## config.mk

```make
export PLATFORM = sky130hd
export DESIGN_NAME = com_ctrl
export DESIGN_NICKNAME = d
export VERILOG_FILES = /design/src/verilog/com_pkg.sv /design/src/verilog/com_ctrl.sv
export VERILOG_INCLUDE_DIRS = /design/src /design/src/verilog
export SDC_FILE = /design/constraint.sdc
export NUM_CORES = 1
export LEC_CHECK = 0
export ABC_AREA = 1
export BUFFER_PORTS_ARGS = -buffer_cell sky130_fd_sc_hd__buf_4
export CAP_MARGIN = 15
export CORE_MARGIN = 2
export CORE_UTILIZATION = 40
export DETAILED_ROUTE_END_ITERATION = 10
export PLACE_DENSITY = 0.59
export REMOVE_ABC_BUFFERS = 1
export SLEW_MARGIN = 20
export SYNTH_ARGS = -nofsm -noshare
export SYNTH_HDL_FRONTEND = slang
export SYNTH_SLANG_ARGS = --single-unit
export TNS_END_PERCENT = 50
```

## constraint.sdc

```tcl
create_clock -name pclk -period 2.2 [get_ports pclk]
set_input_delay 0.44 -clock pclk [delete_from_list [all_inputs] [get_ports pclk]]
set_output_delay 0.44 -clock pclk [all_outputs]
set_load 0.02 [all_outputs]
```

## src/verilog/com_cfg.svh

```systemverilog
// Operation
// - Each receive buffer shows a read-only byte with the low eight extended identifier bits of its frame.
// - The length field gives 0 to 8 payload bytes as binary 0000 to 1000, and 1001 to 1111 are flagged invalid.
// - Normal mode watches all bus traffic and drives acknowledge and error frames.
// - Frames go out on the bus only in normal mode.
// - Listen-only mode receives every frame, those with errors too.
// - Listen-only mode sends nothing, no error flags and no acknowledges.
// - Entering listen-only clears both error counters and holds them there for the whole mode.
// - Filtering still applies in silent modes, and an all-zero mask passes any identifier.
// - Loopback routes transmit buffers straight into the receive path, not onto the bus.
// - Loopback needs no acknowledge and takes its own frames like any other node's.
// - Loopback sends nothing, no error flags and no acknowledges.
// - In loopback the transmit pin is handed back to ordinary port control.
// - Software picks listen-only or loopback through the mode-request field and the controller follows.
// - Accept mode 11 in a receive buffer makes it ignore errors and accept any frame that passes the filter.
// - In error recognition an error copies the assembly buffer contents into the receive buffer.
// - Every reset starts in functional mode 0.
`ifndef COM_CFG_SVH
`define COM_CFG_SVH
`define COM_OFF_MODE     8'h00
`define COM_OFF_RXCTL    8'h04
`define COM_OFF_MASK     8'h08
`define COM_OFF_FILT     8'h0C
`define COM_OFF_EIDL     8'h10
`define COM_OFF_LEN      8'h14
`define COM_OFF_TXQ      8'h18
`define COM_OFF_ERRCNT   8'h1C
`define COM_REQ_LISTEN   2'h1
`define COM_REQ_LOOP     2'h2
`define COM_ACC_ALL      2'h3
`define COM_LEN_MAX      4'h8
`define COM_FUNC_MODE    2'h0
`define COM_RST_REQ      2'h0
`define COM_RST_ACC      2'h0
`define COM_RST_MASK     8'h00
`define COM_RST_FILT     8'h00
`define COM_BIT_FULL     0
`define COM_BIT_ERRCAP   1
`define COM_BIT_BADLEN   2
`define COM_POS_ACC      5
`define COM_POS_CUR      4
`define COM_POS_FUNC     8
`define COM_POS_TXLEN    8
`define COM_POS_REC      8
`endif

```

## src/verilog/com_pkg.sv

```systemverilog
package com_pkg;
  typedef struct packed
  {
    logic [3:0] len;
    logic [7:0] id_low;
  } com_frame_t;

  typedef enum logic [1:0]
  {
    com_normal,
    com_listen,
    com_loopback
  } com_mode_t;
endpackage

```

## src/verilog/com_ctrl.sv

```systemverilog
`timescale 1ns/100ps
`include "com_cfg.svh"

module com_fifo #(
  parameter int W = 12,
  parameter int D = 4
) (
  input  wire logic         pclk,
  input  wire logic         presetn,
  input  wire logic         in_valid,
  output logic              in_ready,
  input  wire logic [W-1:0] in_data,
  output logic              out_valid,
  input  wire logic         out_ready,
  output logic [W-1:0]      out_data
);
  localparam int AW = (D > 1) ? $clog2(D) : 1;
  localparam int CW = $clog2(D + 1);

  logic [W-1:0]  mem [D];
  logic [AW-1:0] wp;
  logic [AW-1:0] rp;
  logic [CW-1:0] cnt;
  logic          push;
  logic          pop;

  assign in_ready  = (cnt != CW'(D));
  assign out_valid = (cnt != '0);
  assign out_data  = mem[rp];
  assign push      = in_valid & in_ready;
  assign pop       = out_valid & out_ready;

  always_ff @(posedge pclk)
  begin
    if (push)
      mem[wp] <= in_data;
  end

  always_ff @(posedge pclk or negedge presetn)
  begin
    if (!presetn)
    begin
      wp <= '0;
      rp <= '0;
    end
    else
    begin
      if (push)
        wp <= (wp == AW'(D - 1)) ? '0 : wp + 1'b1;
      if (pop)
        rp <= (rp == AW'(D - 1)) ? '0 : rp + 1'b1;
    end
  end

  always_ff @(posedge pclk or negedge presetn)
  begin
    if (!presetn)
      cnt <= '0;
    else if (push && !pop)
      cnt <= cnt + 1'b1;
    else if (pop && !push)
      cnt <= cnt - 1'b1;
  end
endmodule

module com_ctrl #(
  parameter int TXQ_DEPTH = 4
) (
  input  wire logic               pclk,
  input  wire logic               presetn,
  input  wire logic               psel,
  input  wire logic               penable,
  input  wire logic               pwrite,
  input  wire logic [7:0]         paddr,
  input  wire logic [31:0]        pwdata,
  output logic [31:0]             prdata,
  output logic                    pready,
  output logic                    pslverr,
  input  wire logic               rx_frame_valid,
  input  wire com_pkg::com_frame_t rx_frame,
  input  wire logic               rx_frame_error,
  input  wire logic               ack_request,
  input  wire logic               error_request,
  input  wire logic               tec_inc,
  input  wire logic               rec_inc,
  input  wire logic               tx_frame_ready,
  output logic                    tx_frame_valid,
  output com_pkg::com_frame_t     tx_frame,
  output logic                    ack_drive,
  output logic                    error_flag_drive,
  output logic                    tx_pin_own,
  output logic [1:0]              functional_mode
);
  logic [1:0]          mode_req;
  com_pkg::com_mode_t  mode;
  com_pkg::com_mode_t  next_mode;
  logic [1:0]          accept_mode;
  logic [7:0]          mask;
  logic [7:0]          filt;
  logic [7:0]          ext_id_low_bits;
  logic [3:0]          payload_length_field;
  logic                full;
  logic                err_cap;
  logic [7:0]          tec;
  logic [7:0]          rec;
  logic                acc;
  logic                wr_en;
  logic                txq_req;
  logic                q_in_ready;
  logic                q_out_valid;
  logic                q_out_ready;
  com_pkg::com_frame_t q_out;
  com_pkg::com_frame_t src;
  logic                loop_pop;
  logic                rx_in;
  logic                rx_err;
  logic                pass;
  logic                err_ok;
  logic                commit;
  logic                bad_len;
  logic [31:0]         next_rdata;

  function automatic logic mapped(input logic [7:0] a);
    return (a == `COM_OFF_MODE) || (a == `COM_OFF_RXCTL) || (a == `COM_OFF_MASK) ||
           (a == `COM_OFF_FILT) || (a == `COM_OFF_EIDL) || (a == `COM_OFF_LEN) ||
           (a == `COM_OFF_TXQ) || (a == `COM_OFF_ERRCNT);
  endfunction

  function automatic logic [7:0] sat_inc(input logic [7:0] v);
    return (v == 8'hFF) ? v : v + 8'h01;
  endfunction

  // Bus slave: stalls only while the transmit queue is full
  assign acc     = psel & penable;
  assign txq_req = acc & pwrite & (paddr == `COM_OFF_TXQ);
  assign pready  = !(txq_req && !q_in_ready);
  assign pslverr = acc & !mapped(paddr);
  assign wr_en   = acc & pwrite & pready;

  always_ff @(posedge pclk or negedge presetn)
  begin
    if (!presetn)
    begin
      mode_req    <= `COM_RST_REQ;
      accept_mode <= `COM_RST_ACC;
      mask        <= `COM_RST_MASK;
      filt        <= `COM_RST_FILT;
    end
    else if (wr_en)
    begin
      if (paddr == `COM_OFF_MODE)
        mode_req <= pwdata[1:0];
      else if (paddr == `COM_OFF_RXCTL)
        accept_mode <= pwdata[`COM_POS_ACC+1:`COM_POS_ACC];
      else if (paddr == `COM_OFF_MASK)
        mask <= pwdata[7:0];
      else if (paddr == `COM_OFF_FILT)
        filt <= pwdata[7:0];
    end
  end

  // Mode follows the request one cycle later
  always_comb
  begin
    case (mode_req)
      `COM_REQ_LISTEN: next_mode = com_pkg::com_listen;
      `COM_REQ_LOOP:   next_mode = com_pkg::com_loopback;
      default:         next_mode = com_pkg::com_normal;
    endcase
  end

  always_ff @(posedge pclk or negedge presetn)
  begin
    if (!presetn)
      mode <= com_pkg::com_normal;
    else
      mode <= next_mode;
  end

  assign functional_mode = `COM_FUNC_MODE;

  com_fifo #(
    .W ($bits(com_pkg::com_frame_t)),
    .D (TXQ_DEPTH)
  ) u_txq (
    .pclk      (pclk),
    .presetn   (presetn),
    .in_valid  (txq_req),
    .in_ready  (q_in_ready),
    .in_data   ({pwdata[`COM_POS_TXLEN+3:`COM_POS_TXLEN], pwdata[7:0]}),
    .out_valid (q_out_valid),
    .out_ready (q_out_ready),
    .out_data  (q_out)
  );

  // Transmit path: bus only in normal, internal in loopback, held in listen
  assign tx_frame_valid = q_out_valid & (mode == com_pkg::com_normal);
  assign tx_frame       = q_out;
  assign loop_pop       = q_out_valid & (mode == com_pkg::com_loopback);
  assign q_out_ready    = (mode == com_pkg::com_normal) ? tx_frame_ready :
                          (mode == com_pkg::com_loopback);
  assign ack_drive        = ack_request & (mode == com_pkg::com_normal);
  assign error_flag_drive = error_request & (mode == com_pkg::com_normal);
  assign tx_pin_own       = (mode != com_pkg::com_loopback);

  // Receive path and acceptance
  assign src    = loop_pop ? q_out : rx_frame;
  assign rx_in  = loop_pop | (rx_frame_valid & (mode != com_pkg::com_loopback));
  assign rx_err = !loop_pop & rx_frame_error;
  assign pass   = ((src.id_low ^ filt) & mask) == 8'h00;
  assign err_ok = !rx_err || (mode == com_pkg::com_listen) || (accept_mode == `COM_ACC_ALL);
  assign commit = rx_in & pass & err_ok;
  assign bad_len = (payload_length_field > `COM_LEN_MAX);

  always_ff @(posedge pclk or negedge presetn)
  begin
    if (!presetn)
    begin
      ext_id_low_bits      <= 8'h00;
      payload_length_field <= 4'h0;
      err_cap              <= 1'b0;
    end
    else if (commit)
    begin
      ext_id_low_bits      <= src.id_low;
      payload_length_field <= src.len;
      err_cap              <= rx_err;
    end
  end

  always_ff @(posedge pclk or negedge presetn)
  begin
    if (!presetn)
      full <= 1'b0;
    else if (commit)
      full <= 1'b1;
    else if (wr_en && (paddr == `COM_OFF_RXCTL) && pwdata[`COM_BIT_FULL])
      full <= 1'b0;
  end

  always_ff @(posedge pclk or negedge presetn)
  begin
    if (!presetn)
    begin
      tec <= 8'h00;
      rec <= 8'h00;
    end
    else if (mode == com_pkg::com_listen)
    begin
      tec <= 8'h00;
      rec <= 8'h00;
    end
    else
    begin
      if (tec_inc)
        tec <= sat_inc(tec);
      if (rec_inc)
        rec <= sat_inc(rec);
    end
  end

  // Read data latched in the setup cycle
  always_comb
  begin
    next_rdata = 32'h0000_0000;
    if (paddr == `COM_OFF_MODE)
    begin
      next_rdata[1:0]                       = mode_req;
      next_rdata[`COM_POS_CUR+1:`COM_POS_CUR] = mode;
      next_rdata[`COM_POS_FUNC+1:`COM_POS_FUNC] = functional_mode;
    end
    else if (paddr == `COM_OFF_RXCTL)
    begin
      next_rdata[`COM_POS_ACC+1:`COM_POS_ACC] = accept_mode;
      next_rdata[`COM_BIT_FULL]   = full;
      next_rdata[`COM_BIT_ERRCAP] = err_cap;
      next_rdata[`COM_BIT_BADLEN] = bad_len;
    end
    else if (paddr == `COM_OFF_MASK)
      next_rdata[7:0] = mask;
    else if (paddr == `COM_OFF_FILT)
      next_rdata[7:0] = filt;
    else if (paddr == `COM_OFF_EIDL)
      next_rdata[7:0] = ext_id_low_bits;
    else if (paddr == `COM_OFF_LEN)
      next_rdata[3:0] = payload_length_field;
    else if (paddr == `COM_OFF_ERRCNT)
    begin
      next_rdata[7:0]                       = tec;
      next_rdata[`COM_POS_REC+7:`COM_POS_REC] = rec;
    end
  end

  always_ff @(posedge pclk or negedge presetn)
  begin
    if (!presetn)
      prdata <= 32'h0000_0000;
    else if (psel && !penable && !pwrite)
      prdata <= next_rdata;
  end

  property p_tx_normal_only;
    @(posedge pclk) disable iff (!presetn)
      tx_frame_valid |-> (mode == com_pkg::com_normal) && tx_pin_own;
  endproperty
  a_tx_normal_only: assert property (p_tx_normal_only) else $error("frame offered outside normal mode");

  property p_silent;
    @(posedge pclk) disable iff (!presetn)
      (mode != com_pkg::com_normal) |-> !ack_drive && !error_flag_drive;
  endproperty
  a_silent: assert property (p_silent) else $error("silent mode drove ack or error");

  property p_normal_ack;
    @(posedge pclk) disable iff (!presetn)
      (mode == com_pkg::com_normal) |-> (ack_drive == ack_request) && (error_flag_drive == error_request);
  endproperty
  a_normal_ack: assert property (p_normal_ack) else $error("normal mode did not drive ack or error");

  property p_listen_counters;
    @(posedge pclk) disable iff (!presetn)
      (mode == com_pkg::com_listen) ##1 (mode == com_pkg::com_listen) |-> (tec == 8'h00) && (rec == 8'h00);
  endproperty
  a_listen_counters: assert property (p_listen_counters) else $error("error counter moved in listen-only");

  property p_loop_pin;
    @(posedge pclk) disable iff (!presetn)
      (mode == com_pkg::com_loopback) |-> !tx_pin_own && !tx_frame_valid;
  endproperty
  a_loop_pin: assert property (p_loop_pin) else $error("pin kept in loopback");

  property p_loop_commit;
    @(posedge pclk) disable iff (!presetn)
      (loop_pop && ((q_out.id_low ^ filt) & mask) == 8'h00) |=>
        full && (ext_id_low_bits == $past(q_out.id_low)) && (payload_length_field == $past(q_out.len));
  endproperty
  a_loop_commit: assert property (p_loop_commit) else $error("looped frame not stored");

  property p_mode_follow;
    @(posedge pclk) disable iff (!presetn)
      $changed(mode_req) && (mode_req == `COM_REQ_LISTEN) |=> (mode == com_pkg::com_listen);
  endproperty
  a_mode_follow: assert property (p_mode_follow) else $error("listen-only request not followed");

  property p_err_recog;
    @(posedge pclk) disable iff (!presetn)
      (rx_frame_valid && rx_frame_error && (mode == com_pkg::com_normal) && (accept_mode == `COM_ACC_ALL) &&
       ((rx_frame.id_low ^ filt) & mask) == 8'h00) |=> full && err_cap && (ext_id_low_bits == $past(rx_frame.id_low));
  endproperty
  a_err_recog: assert property (p_err_recog) else $error("assembly contents not copied on error");

  property p_err_drop;
    @(posedge pclk) disable iff (!presetn)
      (rx_frame_valid && rx_frame_error && (mode == com_pkg::com_normal) && (accept_mode != `COM_ACC_ALL))
        |=> $stable(ext_id_low_bits) && $stable(payload_length_field);
  endproperty
  a_err_drop: assert property (p_err_drop) else $error("errored frame stored without accept-all");

  property p_bad_len;
    @(posedge pclk) disable iff (!presetn)
      commit ##1 1'b1 |-> (bad_len == ($past(src.len) > `COM_LEN_MAX));
  endproperty
  a_bad_len: assert property (p_bad_len) else $error("length validity wrong");

  property p_commit_whole;
    @(posedge pclk) disable iff (!presetn)
      commit |=> full && (ext_id_low_bits == $past(src.id_low)) && (payload_length_field == $past(src.len));
  endproperty
  a_commit_whole: assert property (p_commit_whole) else $error("committed frame not stored whole");

  property p_listen_hold;
    @(posedge pclk) disable iff (!presetn)
      (mode == com_pkg::com_listen) |-> !q_out_ready && !tx_frame_valid;
  endproperty
  a_listen_hold: assert property (p_listen_hold) else $error("frame left the queue in listen-only");
endmodule

```

# ---- Word-level counts from Yosys, hierarchy flattened
# Memory sizes are Yosys's and may differ from the RTL's.
# Cells that the tools add are included.
# W data, S select, Z words.
dict set report classes {
  add_sub_neg 6
  order_cmp 1
  eq_ne 20
  mux 42
  n_bitwise 21
  reduce_logical 39
}
# cell n
set op_table {}
lappend op_table {{$mux W16} 7}
lappend op_table {{$mux W8} 12}
lappend op_table {{$eq A8 B5 Y1 const B} 4}
lappend op_table {{$mux W12} 2}
lappend op_table {{$mux W2} 9}
lappend op_table {{$add A8 B1 Y8 const B} 2}
lappend op_table {{$eq A8 B4 Y1 const B} 2}
lappend op_table {{$eq A8 B8 Y1 const B} 2}
lappend op_table {{$logic_not A8 Y1} 2}
lappend op_table {{$and A1 B1 Y1} 15}
lappend op_table {{$eq A2 B2 Y1 const B} 5}
lappend op_table {{$logic_not A1 Y1} 9}
lappend op_table {{$logic_or A1 B1 Y1} 9}
lappend op_table {{$mux W3} 3}
lappend op_table {{$mux W9} 1}
lappend op_table {{$and A8 B8 Y8} 1}
lappend op_table {{$eq A8 B3 Y1 const B} 1}
lappend op_table {{$reduce_bool A2 Y1} 4}
lappend op_table {{$xor A8 B8 Y8} 1}
lappend op_table {{$logic_and A1 B1 Y1} 7}
lappend op_table {{$mux W6} 1}
lappend op_table {{$ne A2 B2 Y1 const B} 3}
lappend op_table {{$reduce_and A2 Y1} 3}
lappend op_table {{$mux W1} 5}
lappend op_table {{other kinds (15)} 19}
dict set report totals {
  register_bits 75
  ramBits 48
  in_bits 64
  out_inout_bits 52
  word_cells 145
  mem_count 1
}
# memory depth word_bits read_ports rd_ports_with_merged_regs wr line_no
set mem_list {}
lappend mem_list {u_txq.mem 4 12 1 0 1 com_ctrl.sv:20} ;# logic [W-1:0] mem [D];

# ---- Logic depth before layout (Yosys ltp)
# Gate-level depths: netlist of the first run.
dict set report logic_depth {
  word_depth 14
  ltp_mapped 16
  ltp_nobuf 13
}

# ---- Cells and area by module
# Synthesis of the first run repeated with hierarchy kept, for this count alone.
dict set report unflattened {
  cells_unflattened 727
  area_unflattened_um2 6334.8
}
# module n_inst cells_per_inst area_each_um2
set modules_own_cells {}
lappend modules_own_cells {com_ctrl 1 528 3925.0}
lappend modules_own_cells {com_fifo 1 199 2409.8}

# ---- Worst setup path before layout of the first run
# OpenSTA, ideal clock, no wires.
dict set report synth_timing {
  kind {input-to-reg}
  start {in paddr[0]}
  end {reg u_txq.cnt[2]}
  arrival_time_ns 2.054
  required_time_ns 2.069
  path_slack_ns 0.015
  path_stages 11
  path_buffers 0
  cell_sequence {inv_1 nand2_1 nor3_2 nand4_1 inv_1 ha_1 inv_1 fa_1 a21oi_1 o21ai_0 xor2_1}
}
dict set report synth_via {
  elab_chain_len 6
}
# element line_no
set synth_lines {}
lappend synth_lines {{start, declared} com_ctrl.sv:74} ;# input wire logic [7:0] paddr,
lappend synth_lines {{$eq A8 B5 Y1 (no line) (*)} n/a}
lappend synth_lines {{$and A1 B1 Y1 (*)} com_ctrl.sv:135} ;# assign txq_req = acc & pwrite & (paddr == `COM_OFF_TXQ);
lappend synth_lines {{$and A1 B1 Y1 (*)} com_ctrl.sv:30} ;# assign push = in_valid & in_ready;
lappend synth_lines {{net u_txq.push} com_ctrl.sv:24} ;# logic push;
lappend synth_lines {{$logic_not A1 Y1} com_ctrl.sv:61} ;# else if (pop && !push)
lappend synth_lines {{$logic_and A1 B1 Y1} com_ctrl.sv:61}
lappend synth_lines {{$reduce_bool A2 Y1 (no line)} n/a}
lappend synth_lines {{end signal, assigned} com_ctrl.sv:60} ;# cnt <= cnt + 1'b1;
lappend synth_lines {{end signal, assigned} com_ctrl.sv:62} ;# cnt <= cnt - 1'b1;
lappend synth_lines {{end, declared} com_ctrl.sv:23} ;# logic [CW-1:0] cnt;
# The timed path passes the listed nets; every way through them passes the cells marked *.
# A chain may end at the register's enable or synchronous reset.

==> results.md, run 1 <==
* Avg Inst Size Synth at approximately 8.7 um2
* N_diodes at 0
* Period utilization at around 95%
* Worst reg2reg setup slack at roughly 170 ps
* Cell row count at 45
* Register area share after synthesis at 53.45%
* DPL Wire Length at approximately 12 mm
* Setup crit start kind: flop
* CP max FO at 27
* Final Skew at 6.372 ps
* Synth unique cells at 46
* Clk Latency, worst-skew pair at roughly 420 ps
* CP Data Arrival Time at 1650 ps
* First-pass GRT wire length at about 25 mm
* Clock tree buffer depth at 2
* Die area at between 0.015 and 0.02 mm2
* Status: complete, no violations
* P_leak at 3.688 nW
* PD cells at approximately 1000 mW/mm2
* Root buffer selected by CTS: clkbuf_16
* Routed Antenna Nets at 0
* GR peak layer: met2
* Num CTS Buffers at 17
* Routing usage on met1 at about 25%
* Max-slew violation count at 0
* Die Wd at roughly 130 um
* # H-tree levels at 4
* M3 GR Usage at between 5 and 6%
* Gr usage total at between 10% and 20%
* GPL Wtd Cong at approximately 0.85
* EDFF count, synth at 48
* Cell with the most instances after synthesis: nand2_1
* Worst R2R End: u_txq.cnt[2]$_DFFE_PN0P_
* F_max at 0.4780 GHz
* Final setup vio count at 0
* Synthesis-to-layout area growth at 26.32%
* Hold Vio Cnt, Final at 0
* # IOs at 116
* Unrepaired setup endpoints after global routing: true
* Worst slew margin at about three fifths
* Met2 Track Usage GR at about a third
* Gate Count Post-Synth at 716
* Synth cell count leaders: 204 x nand2_1, 85 x inv_1, 75 x dfrtp_1, 57 x o21ai_0, 48 x edfxtp_1
* Core Footprint at about 0.015 mm2
* Syn Std Cell Area at slightly above 0.006 mm2
* CP Data Required Time at ~1800 ps
* Avg Vias per Cell at about 5
* Hold buffers post-CTS at 0
* Slew at the pin closest to its max-slew limit at about 580 ps
* DRT iter0 DRCs at 325
* WL per Instance at ~15 um
* Port bufs at 77
* Synth async-reset ratio at 60.98%
* Critical Path Source: u_txq.rp[0]$_DFFE_PN0P_
* Count of state elements after synthesis at 123
* Share of post-route cells with drive strength above 1 at a little over a fifth
* DRC errors left at 0
* Worst r2r src: u_txq.cnt[0]$_DFFE_PN0P_
* Wirelength, routed at approximately 16 mm
* Total iterations of the first detailed-routing run at 6
* GRT overflow at 0
* Sum Neg Setup Slack at 0 ps
* Initial Util at 40.84%
* Core Util, Final at approximately 52%
* Initial antenna violation count at 0
* Max IR drop VDD at between 0.7 and 0.8 mV
* Largest net degree at the start of global routing at 44
* Finished Cell Area at between 0.007 and 0.008 mm2
* Die H at between 100 and 150 um
* Area of placed instances at just over 0.007 mm2
* Worst reg2reg path depth at 9
* Clock Sinks at around 120
* Max-Cap Viols at 0
* Vias in the first global route at 5109
* Worst Hold Class: input pin to async pin
* Final #Nets at between 900 and 1k
* Synth Flop Type: dfrtp_1
* Crit Path Class: flop to output pin
* Vias at roughly 5.2k
* CTS tree: done
* Period minus WS final at 2092 ps
* Synth top area cells: dfrtp_1 30%, edfxtp_1 23%, nand2_1 12%, inv_1 5.1%, o21ai_0 4.6%
* Critical Path Sink Type: output pin
* Dominant cell type by area after synthesis: dfrtp_1
* CTS clk-pin slew, worst paths at 50 ps
* Post-synth top area share at a little under a third
* Ys Warns at 0
[sequential cells by signal (all words and copies together) (netlist names)]
signal and flops:
u_txq.wp 2, err_cap 1, accept_mode 2, full 1
rec 8, prdata 16, mode_req 2, filt 8
u_txq.rp 2, u_txq.mem 48, mask 8, u_txq.cnt 3
ext_id_low_bits 8, mode 2, payload_length_field 4, tec 8
[report_power, final]
part / total, mW / internal, mW / switching (mW) / leakage, nW
Clock: 2.87 / 1.87 / 0.998 / 0.287
Sequential: 2.81 / 2.62 / 0.188 / 1.38
Combinational: 2.18 / 0.796 / 1.38 / 2.02
[logic make-up (layout without fill, tap and decap cells)]
kind of cell | Yosys count | after routing | share of synthesized area [%]
buffers and inverters | 129 | 239 | 10.16
adders and majority gates | 9 | 9 | 1.935
xor gates and xnor gates | 2 | 2 | 0.2822
muxes | 1 | 1 | 0.1814
other | 1 | 18 | 0.06040
DFF | 123 | 123 | 53.45
AOI/OAI and AO/OA | 107 | 107 | 9.513
and+or+nand+nor | 344 | 346 | 24.43
[repair_timing]
action | CTS | global route
endpoints found under the setup margin | 3 | 20
setup buffers | 0 | 7
pin swaps | 0 | 5
resized for setup | 2 | 13
hold endpoints to repair | 0 | 0
gates cloned | 0 | 2
[worst max path at each step]
stage                               end  cells past startpoint
4_1_cts                    tx_frame[11]                      5
2_1_floorplan  u_txq.cnt[2]$_DFFE_PN0P_                     11
5_1_grt                    tx_frame[11]                      5
3_5_place_dp   u_txq.cnt[2]$_DFFE_PN0P_                     12
6_report                    tx_frame[8]                      5
3_3_place_gp   u_txq.cnt[2]$_DFFE_PN0P_                     12
[final cells by class]
cell class | instances | area [um2]
Fill cell | 1429 | 7360
Sequential cell | 123 | 3319
Multi-Input combinational cell | 483 | 2380
Timing Repair Buffer | 116 | 945.9
Clock buffer | 18 | 429.2
Inverter | 91 | 355.3
Tap cell | 188 | 235.2
Clock inverter | 14 | 177.7
[per-stage QoR]
stage | hold slack [ps] | setup WS, ps | total power [mW] | std cells
floorplan | 144.4 | 15.46 | 4.088 | 695
global placement | 438.7 | -20.73 | 4.878 | 992
CTS | 35.18 | 12.31 | 7.856 | 1024
finish | 17.00 | 107.7 | 7.855 | 1033
global route | 58.08 | -10.72 | 8.300 | 1033
detailed placement | 449.3 | -10.45 | 4.962 | 992
[worst max-delay path, stage by stage, from the launching register on]
cell	delay, ps
dfrtp_1	390
buf_12	170
clkinv_8	120
o21ai_0	90
o22ai_1	240
buf_4	200
[metal layers]
layer  share of wire [%]  vias up
met5                   0        -
met4                0.86        0
met3                 4.8       16
met2                  50      145
met1                  45     2465
li1                    -     2563
[cells in the final DEF (no fill, tap or decap), types with 4 or more instances in the layout]
master        n
ha_1          8
conb_1       18
buf_4       110
inv_1        84
nand2_1     203
clkinvlp_4    4
bufinv_16     4
nor2_2        5
buf_12        6
clkinv_2      5
nor3_1       10
dfrtp_1      74
a21oi_1      25
edfxtp_1     48
o22ai_1       4
nand3_2       5
nand4_1      24
o21ai_0      56
o211ai_1      5
nor2_1       38
o21ai_1       4
nand3_1      45
clkbuf_16    17
inv_2         4
No activity file was read; power rests on OpenSTA's default activity.
==> inputs of run 2 (changes only) <==
CELL_PAD_IN_SITES_DETAIL_PLACEMENT = 1   (was unset)
CELL_PAD_IN_SITES_GLOBAL_PLACEMENT = 1   (was unset)
PLACE_DENSITY = 0.75   (was 0.59)
SKIP_CTS_REPAIR_TIMING = 1   (was unset)
==> results.md, run 2 (synthesized netlist as in run 1, its figures left out) <==
* Clk Latency, worst-skew pair at between 400 and 500 ps
* Met2 wire len at a little over 9 mm
* Failing checks: hold timing
* Wire length on met3 at approximately 580 um
* Hold Vio Cnt, Final at 23
* Cell row count at between 40 and 50
* Share of post-route cells with drive strength above 1 at a little over a fifth
* Period utilization at 97.15%
* Largest regs: u_txq.mem x48, prdata x16
* Vias in the first global route at around 5.5k
* CP Data Arrival Time at between 1500 and 2000 ps
* Unrepaired setup endpoints after global routing: true
* Crit Path Class: input pin to output pin
* Wirelength, routed at roughly 18 mm
* First-pass GRT wire length at ~28 mm
* Die area at 0.01653 mm2
* Routed Antenna Nets at 0
* Critical Path Sink Type: output pin
* Worst Hold Class: input pin to async pin
* Clock tree buffer depth at 2
* Max IR drop VDD at 0.6679 mV
* DRC errors left at 0
* Area of placed instances at roughly 0.0072 mm2
* Top routing layer used: met4
* Port bufs at 77
* Finished Cell Area at slightly below 0.008 mm2
* # IOs at roughly 120
* Status: finished, violations left
* Initial Util at between 40 and 50%
* Period minus WS final at 2137 ps
* Worst reg2reg path depth at 12
* # H-tree levels at 4
* Die Wd at 128.6 um
* CTS clk-pin slew, worst paths at about 50 ps
* Max-slew violation count at 0
* Metal-1 WL at roughly 7.8 mm
* Avg Vias per Cell at about 5
* Most frequent cells in the layout: 202 x nand2_1, 108 x buf_4, 85 x inv_1, 72 x dfrtp_1, 56 x o21ai_0
* Clock Sinks at about 120
* Total power at between 8 and 9 mW
* Largest Register: u_txq.mem
* Die H at 128.6 um
* Max reg flops at 48
* DPL Wire Length at ~13 mm
* Root buffer selected by CTS: clkbuf_16
* Final #Nets at around 900
* N_diodes at 0
* GRT overflow at 0
* Largest net degree at the start of global routing at 40
* Most common cell after layout, fill and taps aside: nand2_1
* CTS tree: done
* CP max FO at 3
* Core Footprint at 0.01520 mm2
* Max-Cap Viols at 0
* P_leak at around 3.7 nW
* WHS at -14.83 ps
* Gr usage total at about 22%
* Setup crit start kind: input pin
* CP Data Required Time at about 1800 ps
* PD cells at approximately 1000 mW/mm2
* Initial antenna violation count at 0
* Final setup vio count at 0
* DRT iter0 DRCs at ~210
* WL per Instance at ~17 um
* Num CTS Buffers at 17
* Final Skew at roughly 6.7 ps
* GPL Wtd Cong at a little over 0.8
* Vias at about 5.3k
* F_max at between 0.4 and 0.5 GHz
* Total iterations of the first detailed-routing run at 5
* Synthesis-to-layout area growth at 27.67%
[run 2: cell types whose count changed in the layout (fill, tap and decap cells not counted), moves of 2 or more]
cell / before / now
clkinvlp_4: 4 / 0
clkbuf_8: 0 / 3
clkinv_1: 3 / 1
clkbuf_16: 17 / 19
clkbuf_1: 1 / 3
dfrtp_2: 1 / 3
clkinv_2: 5 / 3
dfrtp_1: 74 / 72
buf_4: 110 / 108
[run 2: power breakdown]
part / total, mW / switching, mW / leakage, nW / internal (mW)
sequential: 2.81 / 0.190 / 1.38 / 2.62
clock: 3.03 / 0.992 / 0.315 / 2.04
combinational: 2.34 / 1.47 / 2.03 / 0.870
total: 8.19 / 2.66 / 3.73 / 5.53
[run 2: routing by layer]
metal,vias to the layer above,GRT usage (%)
li1,2561,-
met1,2592,27.70
met2,124,39.11
met3,22,4.075
met4,0,7.864
met5,-,0
[run 2: final timing paths]
path,startpoint,endpoint,slack [ps]
max in group asynchronous,presetn,u_txq.rp[0]$_DFFE_PN0P_,1620
setup / recovery,paddr[0],pslverr,60
hold reg to reg,ext_id_low_bits[6]$_DFFE_PN0P_,ext_id_low_bits[6]$_DFFE_PN0P_,480
min in group pclk,pwdata[10],u_txq.mem[2][10]$_DFFE_PP_,220
hold / removal,presetn,tec[4]$_DFFE_PN0P_,-10
setup reg to reg,u_txq.cnt[1]$_DFFE_PN0P_,ext_id_low_bits[7]$_DFFE_PN0P_,100
[run 2: final cells by class]
cell class / count / area [um2]
clock buffer: 24 / 503.0
clock inverter: 7 / 135.1
fill: 1786 / 7276
inverter: 91 / 354.1
multi-input combinational: 482 / 2390
sequential: 123 / 3322
tap: 188 / 235.2
timing repair buffer: 117 / 987.2
[run 2: through the flow]
| step | util (%) | setup WS [ps] | TNS [ps] | std cells |
|---|---|---|---|---|
| 6_report | 52.14 | 62.80 | 0 | 1032 |
| 5_1_grt | 52.14 | -35.46 | -39.16 | 1032 |
| 4_1_cts | 51.24 | -21.68 | -51.25 | 1026 |
| 3_5_place_dp | 47.05 | -100.2 | -105.9 | 995 |
| 3_3_place_gp | 47.05 | -39.55 | -39.55 | 995 |
| 2_1_floorplan | - | 15.46 | 0 | 695 |
[run 2: critical path, cell delays in order]
cell,delay [ps]
buf_4,80
inv_1,40
nand2_1,90
nor3_2,60
buf_4,140
nand2_1,130
inv_2,50
nor2_1,150
nand4_1,190
nor3_2,160
buf_4,160
==> inputs of run 3 (changes only) <==
HOLD_SLACK_MARGIN = 0.15   (was unset)
==> results.md, run 3 (synthesized netlist as in run 1, its figures left out) <==
* Worst r2r src: u_txq.cnt[1]$_DFFE_PN0P_
* Largest stage delay, worst path at approximately 180 ps
* Worst reg2reg path depth at 12
* Clock Sinks at around 120
* Proportion of power drawn by the clock network at between 30% and 40%
* CP max FO at 3
* DRT iter0 DRCs at 192
* CTS tree: done
* Slew at the pin closest to its max-slew limit at between 500 and 600 ps
* Hold Vio Cnt, Final at 0
* F_max at around 0.47 GHz
* Period utilization at a little over nine tenths
* # IOs at 116
* Layout Cells excl Fill at between 1k and 1.5k
* Die Wd at 128.6 um
* Share of post-route cells with drive strength above 1 at a little over a fifth
* Core Footprint at ~0.015 mm2
* Port bufs at 77
* Root buffer selected by CTS: clkbuf_16
* CTS clk-pin slew, worst paths at 50 ps
* Area of placed instances at around 0.0072 mm2
* Most common cell after layout, fill and taps aside: nand2_1
* Clock tree buffer depth at 2
* Most used cell, CP: buf_4
* Switching Share at around a third
* Worst reg2reg setup slack at approximately 110 ps
* Largest regs: u_txq.mem x48, prdata x16
* Period minus WS final at 2131 ps
* Initial antenna violation count at 0
* Initial Util at just over 40%
* Critical Path Source: paddr[0]
* Total iterations of the first detailed-routing run at 5
* Top routing layer used: met4
* Max reg flops at 48
* P_leak at 3.734 nW
* CP delay by family, top: simple AND/OR/NAND/NOR gates
* CP bufs+invs at 5
* N_diodes at 0
* Final setup vio count at 0
* Sequential share of power at around a third
* # H-tree levels at 4
* Met2 wire len at 9.257 mm
* Placed cells at 995
* Vias at around 5.3k
* WL per Instance at 17.39 um
* DRC errors left at 0
* Setup crit end: pslverr
* Max-Cap Viols at 0
* First-pass GRT wire length at 28.17 mm
* GRT overflow at 0
* Crit Path Class: input pin to output pin
* Status: complete, no violations
* Routed Antenna Nets at 0
* Cell row count at between 40 and 50
* Die area at 0.01653 mm2
* DPL Wire Length at 12.92 mm
* Clk Latency, worst-skew pair at around 420 ps
* Vias in the first global route at 5506
* Worst slew margin at between 60% and 70%
* Finished Cell Area at 0.007936 mm2
* Num CTS Buffers at 17
* Setup crit start kind: input pin
* Cell Int Power at 5.535 mW
* CP Cell Sequence: buf_4 > inv_1 > nand2_1 > nor3_2 > buf_4 > nand2_1 > inv_2 > nor2_1 > nand4_1 > nor3_2 > buf_4
* Sw power at between 2 and 3 mW
* Critical-path top delay cell: nand4_1
* CP Data Arrival Time at between 1500 and 2000 ps
* Gr usage total at between 20% and 30%
* Most frequent cells in the layout: 202 x nand2_1, 108 x buf_4, 85 x inv_1, 72 x dfrtp_1, 56 x o21ai_0
* Max-slew violation count at 0
* Die H at roughly 130 um
* Final #Nets at slightly above 900
* Worst Hold Class: input pin to flop
* Largest Register: u_txq.mem
* PD cells at 1032 mW/mm2
* Sum Neg Setup Slack at 0 ps
* Critical Path Sink Type: output pin
* GPL Wtd Cong at ~0.82
* Final Skew at 10.65 ps
* Wire length on met3 at ~640 um
* Crit. path cell count at 11
* Max IR drop VDD at 0.6677 mV
* Wirelength, routed at roughly 18 mm
* Largest net degree at the start of global routing at 40
* Avg Vias per Cell at slightly above 5
* CP Data Required Time at about 1800 ps
* Unrepaired setup endpoints after global routing: true
* Worst R2R End: ext_id_low_bits[7]$_DFFE_PN0P_
* Gate power share at 28.7%
* Synthesis-to-layout area growth at 27.83%
* Metal-1 WL at 7.801 mm
## run 3: cell count changes in the layout (fill, tap and decap cells not counted), sizes merged
cell         before  now
dlygate4sd3       0    1
## run 3: power groups by stage
stage                     clock [mW]  combinational, mW  sequential (mW)
final                           3.03               2.35             2.81
after CTS                       3.08               2.19             2.80
after detailed placement           0               2.17             2.84
after global placement             0               2.07             2.82
after global routing            3.16               2.58             2.84
after floorplan                    0               1.22             2.86
## run 3: final cells by class
cell class	instances	area, um2
repair buffers	118	997.2
flip-flops and latches	123	3322
multi-input cells	482	2390
fillers	1784	7266
clock buffers	24	503.0
inverters	91	354.1
clock inverters	7	135.1
well taps	188	235.2
## run 3: worst min-delay path by stage
stage                          from                          to  slack (ps)  depth (start not counted)
after global routing      pwdata[9]   u_txq.mem[3][9]$_DFFE_PP_         210                          1
after floorplan             presetn  accept_mode[0]$_DFFE_PN0P_         140                          0
after CTS                   presetn       prdata[4]$_DFFE_PN0P_          -3                          1
after global placement      presetn          tec[2]$_DFFE_PN0P_         440                          1
final                     pwdata[9]   u_txq.mem[0][9]$_DFFE_PP_         210                          1
after detailed placement    presetn          tec[2]$_DFFE_PN0P_         440                          1
## run 3: stage by stage
stage / total power, mW / setup WS, ps / utilization (%) / hold WS, ps
global route: 8.589 / -35.46 / 52.21 / 209.6
global placement: 4.887 / -39.55 / 47.05 / 437.8
floorplan: 4.088 / 15.46 / - / 144.4
CTS: 8.069 / -21.68 / 51.24 / -2.593
detailed placement: 5.007 / -100.2 / 47.05 / 444.9
finish: 8.188 / 69.02 / 52.21 / 214.7
## run 3: layer usage
metal / up-vias / track usage [%]
met2: 134 / 39.11
met1: 2599 / 27.70
met4: 0 / 7.864
met3: 20 / 4.075
li1: 2565 / -
met5: - / 0
